$ cat src/guard_pkg.sv
// package: command codes, field positions and timing of the sector guard
package guard_pkg;
	// clock and anti-guessing gap between password attempts
	localparam int CLK_MHZ        = 10;
	localparam int UNLOCK_GAP_US  = 100; // nominal, tolerance +/- 20 us
	localparam int UNLOCK_GAP_CYC = UNLOCK_GAP_US * CLK_MHZ;

	// command codes on the serial link
	localparam logic [7:0] OP_RD_STATUS = 8'h05;
	localparam logic [7:0] OP_CLR_STATUS = 8'h30;
	localparam logic [7:0] OP_SOFT_RESET = 8'hF0;
	localparam logic [7:0] OP_DYB_RD     = 8'hFA;
	localparam logic [7:0] OP_DYB_WR     = 8'hFB;
	localparam logic [7:0] OP_PPB_RD     = 8'hFC;
	localparam logic [7:0] OP_PPB_PROG   = 8'hFD;
	localparam logic [7:0] OP_PPB_ERASE  = 8'hE4;
	localparam logic [7:0] OP_LOCK_RD    = 8'hA7;
	localparam logic [7:0] OP_LOCK_CLR   = 8'hA6;
	localparam logic [7:0] OP_PASS_RD    = 8'hE7;
	localparam logic [7:0] OP_PASS_PROG  = 8'hE8;
	localparam logic [7:0] OP_UNLOCK     = 8'hE9;
	localparam logic [7:0] OP_ASP_RD     = 8'h2B;
	localparam logic [7:0] OP_ASP_PROG   = 8'h2F;

	// frame lengths in bytes, opcode included
	localparam logic [3:0] LEN_OP      = 4'h1;
	localparam logic [3:0] LEN_SEC     = 4'h2;
	localparam logic [3:0] LEN_SEC_VAL = 4'h3;
	localparam logic [3:0] LEN_PASS    = 4'h9;

	// status byte fields
	localparam int ST_WIP  = 0;
	localparam int ST_PERR = 6;

	// protection mode field, config bits 2:1
	localparam int         MODE_LSB      = 1;
	localparam logic [1:0] MODE_BLANK    = 2'h3;
	localparam logic [1:0] MODE_PERSIST  = 2'h2;
	localparam logic [1:0] MODE_PASSWORD = 2'h1;
	localparam logic [1:0] MODE_ILLEGAL  = 2'h0;

	localparam logic [63:0] PASS_BLANK = 64'hFFFF_FFFF_FFFF_FFFF;
	localparam logic [7:0]  BYTE_ZERO  = 8'h00;
endpackage

$ cat src/guard_link_if.sv
// interface: four-wire serial link between host controller and device
`timescale 1ns/1ps
interface guard_link_if;
	logic sclk;
	logic cs_n;
	logic mosi;
	logic miso;

	modport host (output sclk, output cs_n, output mosi, input miso);
	modport device (input sclk, input cs_n, input mosi, output miso);
endinterface

$ cat src/serial_frame_port.sv
// module: device-side serial shifter, bytes in on rise, bits out on fall
`timescale 1ns/1ps
module serial_frame_port
	import guard_pkg::*;
(
	input  wire logic       clk,
	input  wire logic       rst,
	input  wire logic       sclk,
	input  wire logic       cs_n,
	input  wire logic       mosi,
	output logic            miso,
	input  wire logic       tx_load,
	input  wire logic [7:0] tx_byte,
	output logic            byte_stb,
	output logic [7:0]      rx_byte,
	output logic [3:0]      rx_idx,
	output logic            frame_end
);
	logic [2:0] sync1_ff;
	logic [2:0] sync2_ff;
	logic [1:0] prev_ff;
	logic [2:0] bit_ff;
	logic [7:0] sh_ff;
	logic [7:0] tx_ff;
	logic [3:0] cnt_ff;
	logic       rise;
	logic       fall;
	logic       sel;

	// ------------------------------------------------
	// pin synchronisers and edge detection
	// ------------------------------------------------
	always_ff @(posedge clk) begin
		sync1_ff <= {sclk, cs_n, mosi};
		sync2_ff <= sync1_ff;
		prev_ff  <= sync2_ff[2:1];
	end
	assign sel       = ~sync2_ff[1];
	assign rise      = sel & sync2_ff[2] & ~prev_ff[1];
	assign fall      = sel & ~sync2_ff[2] & prev_ff[1];
	assign frame_end = sync2_ff[1] & ~prev_ff[0];

	// ------------------------------------------------
	// receive shifter and byte counter
	// ------------------------------------------------
	always_ff @(posedge clk) begin
		byte_stb <= 1'b0;
		if (rst || !sel) begin
			bit_ff <= '0;
			cnt_ff <= '0;
		end else if (rise) begin
			sh_ff  <= {sh_ff[6:0], sync2_ff[0]};
			bit_ff <= bit_ff + 3'h1;
			if (bit_ff == 3'h7) begin
				byte_stb <= 1'b1;
				rx_byte  <= {sh_ff[6:0], sync2_ff[0]};
				rx_idx   <= cnt_ff;
				if (cnt_ff != 4'hF)
					cnt_ff <= cnt_ff + 4'h1; // saturate on long frames
			end
		end
	end

	// ------------------------------------------------
	// transmit shifter, msb first on each fall
	// ------------------------------------------------
	always_ff @(posedge clk) begin
		if (rst) begin
			tx_ff <= BYTE_ZERO;
			miso  <= 1'b0;
		end else if (tx_load) begin
			tx_ff <= tx_byte;
		end else if (fall) begin
			miso  <= tx_ff[7];
			tx_ff <= {tx_ff[6:0], 1'b0};
		end
	end
endmodule

$ cat src/sector_guard_device.sv
// module: device end, per-sector guard bits, lock and password unlock
//
// How it works
// - volatile dynamic bit per sector, writable
// - protected when persistent or dynamic bit zero
// - lock bit gates every persistent bit change
// - dynamic bits writable whatever the lock
// - lock clear command forces lock to zero
// - persistent mode: reset sets lock
// - software reset leaves lock untouched
// - password mode: reset clears lock
// - unlock compares all 64 password bits
// - mismatch sets error, keeps busy, lock zero
// - unlock attempts spaced 100 us; host polls
// - match clears busy without delay
// - password program only clears bits
// - password blank all ones, own commands
// - password mode blocks password program, read
// - mode bits one-time, never erased
// - persistent bits survive resets
// - host clears lock after persistent setup
// - host follows manufacturing programming order
// - boot code sets freeze bit
// - locked persistent program, erase fail cleanly
// - program one sector, erase all together
// - final protection ORs block protection in
// - mode encoding 11, 10, 01; 00 fails
`timescale 1ns/1ps
module sector_guard_device
	import guard_pkg::*;
#(
	parameter int SECTORS = 256
) (
	input  wire logic               clk,
	input  wire logic               rst,
	guard_link_if.device            link,
	input  wire logic [SECTORS-1:0] bp_protect,
	output logic [SECTORS-1:0]      sector_protected,
	output logic                    guard_lock,
	output logic                    write_in_progress_flag,
	output logic                    prog_err,
	output logic [1:0]              guard_mode
);
	localparam int GAP_W = $clog2(UNLOCK_GAP_CYC + 1);
	localparam logic [GAP_W-1:0] GAP_LOAD = GAP_W'(UNLOCK_GAP_CYC);
	logic [SECTORS-1:0] dyb_ff;
	logic [SECTORS-1:0] ppb_ff  = '1;
	logic [63:0]        pass_ff = PASS_BLANK;
	logic [1:0]         mode_ff = MODE_BLANK;
	logic               lock_ff;
	logic               perr_ff;
	logic               wip_ff;
	logic [GAP_W-1:0]   gap_ff;
	logic [7:0]         op_ff;
	logic [63:0]        arg_ff;
	logic [3:0]         nbytes_ff;
	logic               tx_load_ff;
	logic [7:0]         tx_byte_ff;
	logic [7:0]         nxt_tx;
	logic               byte_stb;
	logic [7:0]         rx_byte;
	logic [3:0]         rx_idx;
	logic               frame_end;
	logic               exec;
	logic               pw_mode;
	logic               gap_idle;
	logic [7:0]         cur_op;
	logic [7:0]         wr_sec;
	logic [7:0]         pr_sec;
	logic [1:0]         new_mode;
	logic               try_unlock;
	logic               pass_ok;
	// expected frame length of each executing command, zero if none
	function automatic logic [3:0] cmd_len(input logic [7:0] op);
		case (op)
			OP_CLR_STATUS, OP_SOFT_RESET, OP_PPB_ERASE,
			OP_LOCK_CLR:  cmd_len = LEN_OP;
			OP_PPB_PROG, OP_ASP_PROG: cmd_len = LEN_SEC;
			OP_DYB_WR:    cmd_len = LEN_SEC_VAL;
			OP_PASS_PROG, OP_UNLOCK: cmd_len = LEN_PASS;
			default:      cmd_len = '0;
		endcase
	endfunction
	// sector number names a real sector
	function automatic logic in_range(input logic [7:0] s);
		in_range = 32'(s) < SECTORS;
	endfunction
	// ------------------------------------------------
	// link shifter
	// ------------------------------------------------
	serial_frame_port port_u (
		.clk(clk), .rst(rst), .sclk(link.sclk), .cs_n(link.cs_n),
		.mosi(link.mosi), .miso(link.miso), .tx_load(tx_load_ff),
		.tx_byte(tx_byte_ff), .byte_stb(byte_stb), .rx_byte(rx_byte),
		.rx_idx(rx_idx), .frame_end(frame_end));
	// ------------------------------------------------
	// frame capture and command decode
	// ------------------------------------------------
	always_ff @(posedge clk) begin
		if (rst || frame_end) begin
			nbytes_ff <= '0;
		end else if (byte_stb) begin
			nbytes_ff <= rx_idx + 4'h1;
			if (rx_idx == '0)
				op_ff <= rx_byte;
			else
				arg_ff <= {arg_ff[55:0], rx_byte};
		end
	end
	// commands run at frame end; busy admits only status clear
	assign exec = frame_end && cmd_len(op_ff) != '0 &&
		nbytes_ff == cmd_len(op_ff) &&
		(!wip_ff || op_ff == OP_CLR_STATUS);
	assign pw_mode    = mode_ff == MODE_PASSWORD;
	assign gap_idle   = gap_ff == '0;
	assign wr_sec     = arg_ff[15:8];
	assign pr_sec     = arg_ff[7:0];
	assign new_mode   = arg_ff[MODE_LSB +: 2];
	assign try_unlock = exec && op_ff == OP_UNLOCK && pw_mode && gap_idle;
	assign pass_ok    = arg_ff == pass_ff;
	// ------------------------------------------------
	// read answers, loaded after each byte
	// ------------------------------------------------
	assign cur_op = (rx_idx == '0) ? rx_byte : op_ff;
	always_comb begin
		nxt_tx = BYTE_ZERO;
		case (cur_op)
			OP_RD_STATUS: begin
				nxt_tx[ST_WIP]  = wip_ff;
				nxt_tx[ST_PERR] = perr_ff;
			end
			OP_LOCK_RD: nxt_tx[0] = lock_ff;
			OP_DYB_RD: begin
				if (rx_idx != '0 && in_range(rx_byte))
					nxt_tx[0] = dyb_ff[rx_byte];
			end
			OP_PPB_RD: begin
				if (rx_idx != '0 && in_range(rx_byte))
					nxt_tx[0] = ppb_ff[rx_byte];
			end
			OP_PASS_RD: begin
				if (!pw_mode && rx_idx < 4'h8)
					nxt_tx = pass_ff[8*(7-rx_idx) +: 8];
			end
			OP_ASP_RD: begin
				nxt_tx = 8'hFF;
				nxt_tx[MODE_LSB +: 2] = mode_ff;
			end
			default: nxt_tx = BYTE_ZERO;
		endcase
	end
	always_ff @(posedge clk) begin
		tx_load_ff <= byte_stb;
		if (byte_stb)
			tx_byte_ff <= nxt_tx;
	end
	// ------------------------------------------------
	// non-volatile contents, blank at delivery
	// ------------------------------------------------
	// program one, erase all
	always_ff @(posedge clk) begin
		// lock gates, locked attempts no change
		if (exec && lock_ff) begin
			if (op_ff == OP_PPB_PROG && in_range(pr_sec))
				ppb_ff[pr_sec] <= 1'b0;
			else if (op_ff == OP_PPB_ERASE)
				ppb_ff <= '1;
		end
	end
	always_ff @(posedge clk) begin
		if (exec && op_ff == OP_PASS_PROG && !pw_mode)
			pass_ff <= pass_ff & arg_ff;
	end
	always_ff @(posedge clk) begin
		if (exec && op_ff == OP_ASP_PROG && mode_ff == MODE_BLANK &&
			new_mode != MODE_ILLEGAL)
			mode_ff <= new_mode;
	end
	// ------------------------------------------------
	// dynamic guard bits
	// ------------------------------------------------
	always_ff @(posedge clk) begin
		if (rst) begin
			dyb_ff <= '1;
		end else if (exec && op_ff == OP_SOFT_RESET) begin
			dyb_ff <= '1;
		end else if (exec && op_ff == OP_DYB_WR && in_range(wr_sec)) begin
			dyb_ff[wr_sec] <= arg_ff[0];
		end
	end
	// ------------------------------------------------
	// guard lock
	// ------------------------------------------------
	always_ff @(posedge clk) begin
		// persistent mode sets, password mode clears
		if (rst) begin
			lock_ff <= !pw_mode;
		end else if (exec && op_ff == OP_LOCK_CLR) begin
			lock_ff <= 1'b0;
		// outside reset, only a matching unlock sets it
		end else if (try_unlock && pass_ok) begin
			lock_ff <= 1'b1;
		end
		// soft reset has no branch here
	end
	// ------------------------------------------------
	// status flags and anti-guessing gap
	// ------------------------------------------------
	always_ff @(posedge clk) begin
		if (rst) begin
			gap_ff <= '0;
		end else if (try_unlock) begin
			gap_ff <= GAP_LOAD;
		end else if (!gap_idle) begin
			gap_ff <= gap_ff - GAP_W'(1);
		end
	end
	always_ff @(posedge clk) begin
		if (rst) begin
			wip_ff <= 1'b0;
		end else if (try_unlock && !pass_ok) begin
			wip_ff <= 1'b1;
		end else if (exec && op_ff == OP_CLR_STATUS && gap_idle) begin
			wip_ff <= 1'b0;
		end
	end
	always_ff @(posedge clk) begin
		if (rst) begin
			perr_ff <= 1'b0;
		end else if (exec) begin
			case (op_ff)
				OP_CLR_STATUS: if (gap_idle) perr_ff <= 1'b0;
				OP_SOFT_RESET: perr_ff <= 1'b0;
				OP_PPB_PROG, OP_PPB_ERASE:
					if (!lock_ff) perr_ff <= 1'b1;
				// second mode write or 00 fails
				OP_ASP_PROG:
					if (mode_ff != MODE_BLANK || new_mode == MODE_ILLEGAL)
						perr_ff <= 1'b1;
				OP_UNLOCK: if (try_unlock && !pass_ok) perr_ff <= 1'b1;
				default: perr_ff <= perr_ff;
			endcase
		end
	end
	// ------------------------------------------------
	// outputs
	// ------------------------------------------------
	always_ff @(posedge clk) begin
		// zero guard bit or block protect
		sector_protected <= ~ppb_ff | ~dyb_ff | bp_protect;
	end
	assign guard_lock = lock_ff;
	assign write_in_progress_flag        = wip_ff;
	assign prog_err   = perr_ff;
	assign guard_mode = mode_ff;
endmodule

$ cat src/flat_wrapper.sv
// flat-port wrapper written by rule: the top's interface ports become plain ports
module sector_guard_device_flat import guard_pkg::*;
#(
	parameter int SECTORS = 256
)
  (clk, rst, bp_protect, sector_protected, guard_lock, write_in_progress_flag, prog_err, guard_mode, link_sclk, link_cs_n, link_mosi, link_miso);
  guard_link_if link_i ();
  input  wire logic clk;
  input  wire logic rst;
  input  wire logic [SECTORS-1:0] bp_protect;
  output logic [SECTORS-1:0] sector_protected;
  output logic guard_lock;
  output logic write_in_progress_flag;
  output logic prog_err;
  output logic [1:0] guard_mode;
  input wire logic [$bits(link_i.sclk)-1:0] link_sclk;
  input wire logic [$bits(link_i.cs_n)-1:0] link_cs_n;
  input wire logic [$bits(link_i.mosi)-1:0] link_mosi;
  output wire logic [$bits(link_i.miso)-1:0] link_miso;
  assign link_i.sclk = link_sclk;
  assign link_i.cs_n = link_cs_n;
  assign link_i.mosi = link_mosi;
  assign link_miso = link_i.miso;
  sector_guard_device #(.SECTORS(SECTORS)) u_core (.clk(clk), .rst(rst), .link(link_i), .bp_protect(bp_protect), .sector_protected(sector_protected), .guard_lock(guard_lock), .write_in_progress_flag(write_in_progress_flag), .prog_err(prog_err), .guard_mode(guard_mode));
endmodule
$ cat config.mk
export PLATFORM = sky130hd
export DESIGN_NAME = sector_guard_device_flat
export DESIGN_NICKNAME = d
export VERILOG_FILES = /design/src/guard_pkg.sv /design/src/guard_link_if.sv /design/src/serial_frame_port.sv /design/src/sector_guard_device.sv /design/src/flat_wrapper.sv
export SDC_FILE = /design/constraint.sdc
export NUM_CORES = 2
export LEC_CHECK = 0
export BUFFER_PORTS_ARGS = -buffer_cell sky130_fd_sc_hd__buf_2
export CAP_MARGIN = 10
export CELL_PAD_IN_SITES_DETAIL_PLACEMENT = 0
export CELL_PAD_IN_SITES_GLOBAL_PLACEMENT = 2
export CORE_AREA = 2 2 353 355
export CTS_CLUSTER_SIZE = 30
export DETAILED_ROUTE_END_ITERATION = 6
export DIE_AREA = 0 0 355 357
export GPL_TIMING_DRIVEN = 0
export HOLD_SLACK_MARGIN = 0.02
export PLACE_DENSITY_LB_ADDON = 0.1
export RECOVER_POWER = 50
export SLEW_MARGIN = 0
export SYNTH_ARGS = -nofsm -noshare
export SYNTH_HDL_FRONTEND = slang
export SYNTH_SLANG_ARGS = --single-unit
$ cat constraint.sdc
create_clock -name clk -period 13.57 [get_ports clk]
set_input_delay 1.357 -clock clk [delete_from_list [all_inputs] [get_ports clk]]
set_output_delay 1.357 -clock clk [all_outputs]
set_load 0.01 [all_outputs]
Yosys cells after proc, flatten, opt, wreduce, memory -nomap -nowiden
Cells that the tools add are included.
Widths: inputs -> output; s select.
{"block": "word_totals", "ff_bits": 976, "latchBits": 0, "mem_bits_rw": 0, "mem_bits_ro": 0, "mem_count": 0}
{"block": "op_classes", "addsub": 5, "n_mul": 0, "div_mod_pow": 0, "n_lt_le_gt_ge": 6, "eq_ne": 27, "shift": 1, "n_mux": 35, "n_bitwise": 21, "reduce_logical": 55}
{"cell": "$not 256->256", "count": 3}
{"cell": "$mux 256", "count": 2}
{"cell": "$or 256x256->256", "count": 2}
{"cell": "$and 256x256->256", "count": 1}
{"cell": "$bwmux 256", "count": 1}
{"cell": "$eq 8x8->1 const B", "count": 11}
{"cell": "$and 64x64->64", "count": 1}
{"cell": "$eq 64x64->1", "count": 1}
{"cell": "$shiftx 64x33->8", "count": 1}
{"cell": "$mux 8", "count": 4}
{"cell": "$lt 8x9->1 const B", "count": 3}
{"cell": "$eq 8x6->1 const B", "count": 3}
{"cell": "$logic_and 1x1->1", "count": 22}
{"cell": "$mux 10", "count": 2}
{"cell": "$bmux 1 s8", "count": 2}
{"cell": "$demux 1 s8", "count": 2}
{"cell": "$ge 8x1->1 const B", "count": 2}
{"cell": "$mux 1", "count": 16}
{"cell": "$pmux 4 s4", "count": 1}
{"cell": "$reduce_or 2->1", "count": 6}
{"cell": "$logic_not 10->1", "count": 1}
{"cell": "$ne 2x2->1 const B", "count": 5}
{"cell": "$pmux 5 s2", "count": 1}
{"cell": "$sub 10x1->10 const B", "count": 1}
{"cell": "29 further kinds", "count": 56}

Depth between registers and ports, before layout
{"block": "depth", "word_depth": 14, "ltp_mapped": 12, "mapped_depth_nobuf": 9}

Modules after synthesis
Synthesis repeated with hierarchy kept, for this count alone.
{"block": "hier_totals", "cells_unflattened": 3673, "area_unflattened_um2": 41193.3}
{"module": "sector_guard_device", "n_inst": 1, "cells_per_inst": 3557, "area_per_inst_um2": 39589.2}
{"module": "serial_frame_port", "n_inst": 1, "cells_per_inst": 116, "area_per_inst_um2": 1604.0}

Worst setup path before layout
OpenSTA, ideal clock, no wires.
{"block": "synth_path", "kind": "register to register", "from": "register u_core.op_ff[3]", "to": "register u_core.ppb_ff[0] (enable)", "arrival_time_ps": 12522, "setup_slack_ps": 169, "path_stages_with_launch": 8, "n_path_buf": 1, "cell_sequence": "edfxtp_1 > clkbuf_1 > nor2_1 > nor4b_2 > nand2_1 > a211oi_2 > nand3_1 > nor2_1"}
{"block": "synth_via", "elab_chain_cells": 9, "elab_cells_between_ends": 22, "classes_between": "eq/ne: 10; mux: 1; reduce/logical: 11"}
{"item": "from (decl)", "line_no": "sector_guard_device.sv:54", "rtl": "logic [7:0] op_ff;"}
{"item": "from (signal assigned)", "line_no": "sector_guard_device.sv:105", "rtl": "op_ff <= rx_byte;"}
{"item": "$eq 8x6->1, or another cell as far along", "line_no": "sector_guard_device.sv:75, sector_guard_device.sv:113"}
{"item": "$reduce_or 4->1 / $reduce_or 2->1 (equally long branches)", "line_no": "sector_guard_device.sv:75", "rtl": "case (op)"}
{"item": "$pmux 4 s4", "line_no": "sector_guard_device.sv:75"}
{"item": "$reduce_bool 4->1", "line_no": "sector_guard_device.sv:111", "rtl": "assign exec = frame_end && cmd_len(op_ff) != '0 &&"}
{"item": "$logic_and 1x1->1 (2 in series)", "line_no": "sector_guard_device.sv:111"}
{"item": "$logic_and 1x1->1", "line_no": "sector_guard_device.sv:112", "rtl": "nbytes_ff == cmd_len(op_ff) &&"}
{"item": "$logic_and 1x1->1", "line_no": "sector_guard_device.sv:163", "rtl": "if (exec && lock_ff) begin"}
{"item": "$reduce_and 2->1 (no line) (*)"}
{"item": "to (signal, indexed assignment)", "line_no": "sector_guard_device.sv:165", "rtl": "ppb_ff[pr_sec] <= 1'b0;"}
{"item": "to (signal assigned)", "line_no": "sector_guard_device.sv:167", "rtl": "ppb_ff <= '1;"}
{"item": "to (decl)", "line_no": "sector_guard_device.sv:47", "rtl": "logic [SECTORS-1:0] ppb_ff = '1;"}
Mark *: on every way between the ends. The rest lies on a longest branch, timed or not.
A chain may end at the register's enable or synchronous reset.

Worst setup path in the final report
{"block": "layout_path", "from": "register u_core.port_u.rx_idx[0]", "to": "register u_core.tx_byte_ff[0], data pin"}
{"block": "layout_via", "elab_chain_cells": 4, "elab_cells_between_ends": 17, "classes_between": "add/sub: 1; order compare: 1; eq/ne: 6; shift: 1; mux: 5; reduce/logical: 3"}
{"item": "from (decl)", "line_no": "serial_frame_port.sv:16", "rtl": "output logic [3:0] rx_idx,"}
{"item": "from (signal assigned)", "line_no": "serial_frame_port.sv:57", "rtl": "rx_idx <= cnt_ff;"}
{"item": "$sub 3x4->5, or another cell as far along", "line_no": "sector_guard_device.sv:143", "rtl": "nxt_tx = pass_ff[8*(7-rx_idx) +: 8];"}
{"item": "$shiftx 64x33->8, or another cell as far along", "line_no": "sector_guard_device.sv:143"}
{"item": "$mux 8, or another cell as far along", "line_no": "sector_guard_device.sv:142", "rtl": "if (!pw_mode && rx_idx < 4'h8)"}
{"item": "$pmux 1 s6 (*)", "line_no": "sector_guard_device.sv:127", "rtl": "case (cur_op)"}
{"item": "to (signal assigned)", "line_no": "sector_guard_device.sv:155", "rtl": "tx_byte_ff <= nxt_tx;"}
{"item": "to (decl)", "line_no": "sector_guard_device.sv:58", "rtl": "logic [7:0] tx_byte_ff;"}
Marked as above.

==> qor.txt <==
final hold violation count -> 0
Achievable Freq -> 175 MHz
post-route worst setup slack -> 7850 ps
max-cap violations -> 1
arrival time worst endpoint -> 6130 ps
row count -> 129
DRC errors left -> 9
total CTS buffers -> 111
drt pass-1 iters -> 7
largest net degree at the start of global routing -> 33
WS Path Type -> reg2reg
root buf cell -> clkbuf_16
chip width -> 355 um
RSZ-0062 raised after global routing -> false
drt via density -> 5.65
Setup TNS -> 0 ps
Hold Crit Depth -> 0
Vias -> 35.2k
relative slew slack -> 0.00595
TritonCTS clock tree -> built
Routability Congestion -> 0.894
gr ovfl total -> 0
Die ar. -> 127000 um2
most common cell after layout, fill and taps aside -> nand2_1
Max IR drop VDD -> 0.102 mV
Worst-path clk slew -> 60 ps
Final #Nets -> 4822
max-slew violations -> 0
Synth Area per Inst -> 11.2 um2
Post-synth EDFFs -> 422
post-route ant nets -> 0
CP required -> 13990 ps
worst skew pair latency -> 730 ps
Tcrit/Tclk final -> 0.421
CTS H-tree depth -> 3
Synth Warn # -> 0
Die Y -> 357 um
Starting DRT DRC Count -> 3699
PwrDens -> 125 nW/um2
Max FO, Critical Path -> 10
All-Layer GR Usage -> 0.293
Sink Count -> 976
commonest cells after routing, fill and taps aside -> nand2_1, dfxtp_1, clkbuf_1
Main synth FF type -> dfxtp_1
r2r worst-path depth -> 12
Layout area overhead -> 20.6%
Placement Setup Slack -> 8000 ps
total power -> 6.47 mW
initial antenna violation count -> 17
FILL cells -> 12.4k
violated checks -> design-rule violations, max-capacitance violations
Longest Clk Path Bufs -> 3
CP Launch Type -> flip-flop
post-synth cell types -> 72
Initial Util -> 0.348
Synth Instances -> 3812
DP Wirelength -> 140 mm
Yosys reg bits -> 976
post-CTS sizing -> 0
clock skew -> 36.4 ps
outcome -> complete, but fails checks
multi-input logic area -> 17700 um2
vias in the first global route -> 33.9k
P_leak -> 18.7 nW
worst hold path class -> reg2reg
asr flop ratio synth -> 0
slew at the pin with the worst max-slew slack -> 1490 ps
core area -> 123000 um2
Reg area -> 23800 um2
setup bufs post-CTS -> 0
CP endpoint kind -> flip-flop
final wirelength -> 191 mm
I/O pins -> 523
hold_buf cts -> 0
Setup Viol. Count Final -> 0
Syn Nets -> 4143
Netlist Area Pre-Place -> 42800 um2
share of cells above drive strength 1 -> 0.156
sequential-to-total area share from yosys stat -> 0.555
Period minus WS final -> 5720 ps
Port Buffers -> 522
Wirelength per Cell -> 30.7 um
global-route wire length before repair -> 261 mm
cell families (layout without fill, tap and decap cells):
logic type	after synthesis	after routing	share of synthesized area
adders and majority gates	70	70	0.0205
buffers and inverters	318	1092	0.0325
DFF	976	976	0.555
and+or+nand+nor	1605	1605	0.189
AOI/OAI and AO/OA	379	379	0.0509
muxes	455	455	0.150
xor gates and xnor gates	9	9	0.00184
other	0	3	0
report_power, final:
group	switching (mW)	internal, mW	leakage (nW)
registers	0.0134	3.06	8.78
logic	0.0957	0.0761	8.01
clock network	1.32	1.91	1.93
critical path: stages (launching register included):
cell and delay, ps:
edfxtp_1 360, clkbuf_1 730, clkbuf_1 740, inv_1 100, ha_1 230, nor3b_2 200
nor4_1 1090, or2_2 250, buf_2 390, mux2i_1 270, mux2i_1 240, a211o_1 380
a211o_1 400
worst paths after layout:
kind / startpoint / to / slack (ps)
setup reg to reg: u_core.port_u.rx_idx[0] / u_core.tx_byte_ff[0] / 7850
hold reg to reg: u_core.port_u.sync1_ff[2] / u_core.port_u.sync2_ff[2] / 330
setup / recovery: u_core.port_u.rx_idx[0] / u_core.tx_byte_ff[0] / 7850
hold / removal: u_core.port_u.sync1_ff[2] / u_core.port_u.sync2_ff[2] / 330
registers in the layout, indices dropped and copies added, names as in the netlist, 7 cells and up:
signal and cells:
u_core.port_u.sh_ff 7, u_core.arg_ff 64, u_core.op_ff 8, u_core.port_u.rx_byte 8
u_core.port_u.tx_ff 8, u_core.gap_ff 10, u_core.pass_ff 64, u_core.sector_protected 256
u_core.tx_byte_ff 8, u_core.dyb_ff 256, u_core.ppb_ff 256
layout make-up:
cell class | count | area share
sequential | 976 | 0.460
clock buffer | 149 | 0.0636
inverter | 15 | 0.00109
clock inverter | 59 | 0.0120
buffer | 303 | 0.0260
timing repair buffer | 566 | 0.0549
multi-input combinational | 2518 | 0.342
tap | 1637 | 0.0397
antenna | 3 | 0.000145
synthesized netlist by cell type, types with 32 or more instances:
library cell | count | area (um2)
nor3_1 | 270 | 1350
nor4_1 | 32 | 200
ha_1 | 70 | 876
mux2i_1 | 304 | 3040
buf_2 | 90 | 450
nand3b_1 | 260 | 1950
edfxtp_1 | 422 | 12700
nand3_1 | 291 | 1460
clkbuf_1 | 190 | 713
dfxtp_1 | 554 | 11100
nand2_1 | 605 | 2270
o21ai_0 | 267 | 1340
mux4_2 | 149 | 3360
nor2_1 | 55 | 206
layer usage:
metal	up-vias	track usage	part of all wire
met1	17800	0.390	0.42
met4	2	0.104	0.034
met2	1658	0.476	0.47
met5	-	0	0.000058
li1	15400	-	-
met3	289	0.0555	0.078
through the flow:
step           instance area (um2)   util  cells  hold WS [ps]
3_5_place_dp                 48100  0.391   6012           319
3_3_place_gp                 47500  0.386   5971           317
2_1_floorplan                42800      -   3812           310
5_1_grt                      51600  0.420   6223           343
4_1_cts                      52000  0.423   6220           330
6_report                     51600  0.420   6226           327
Note: power is estimated with default switching activity, not from simulation.
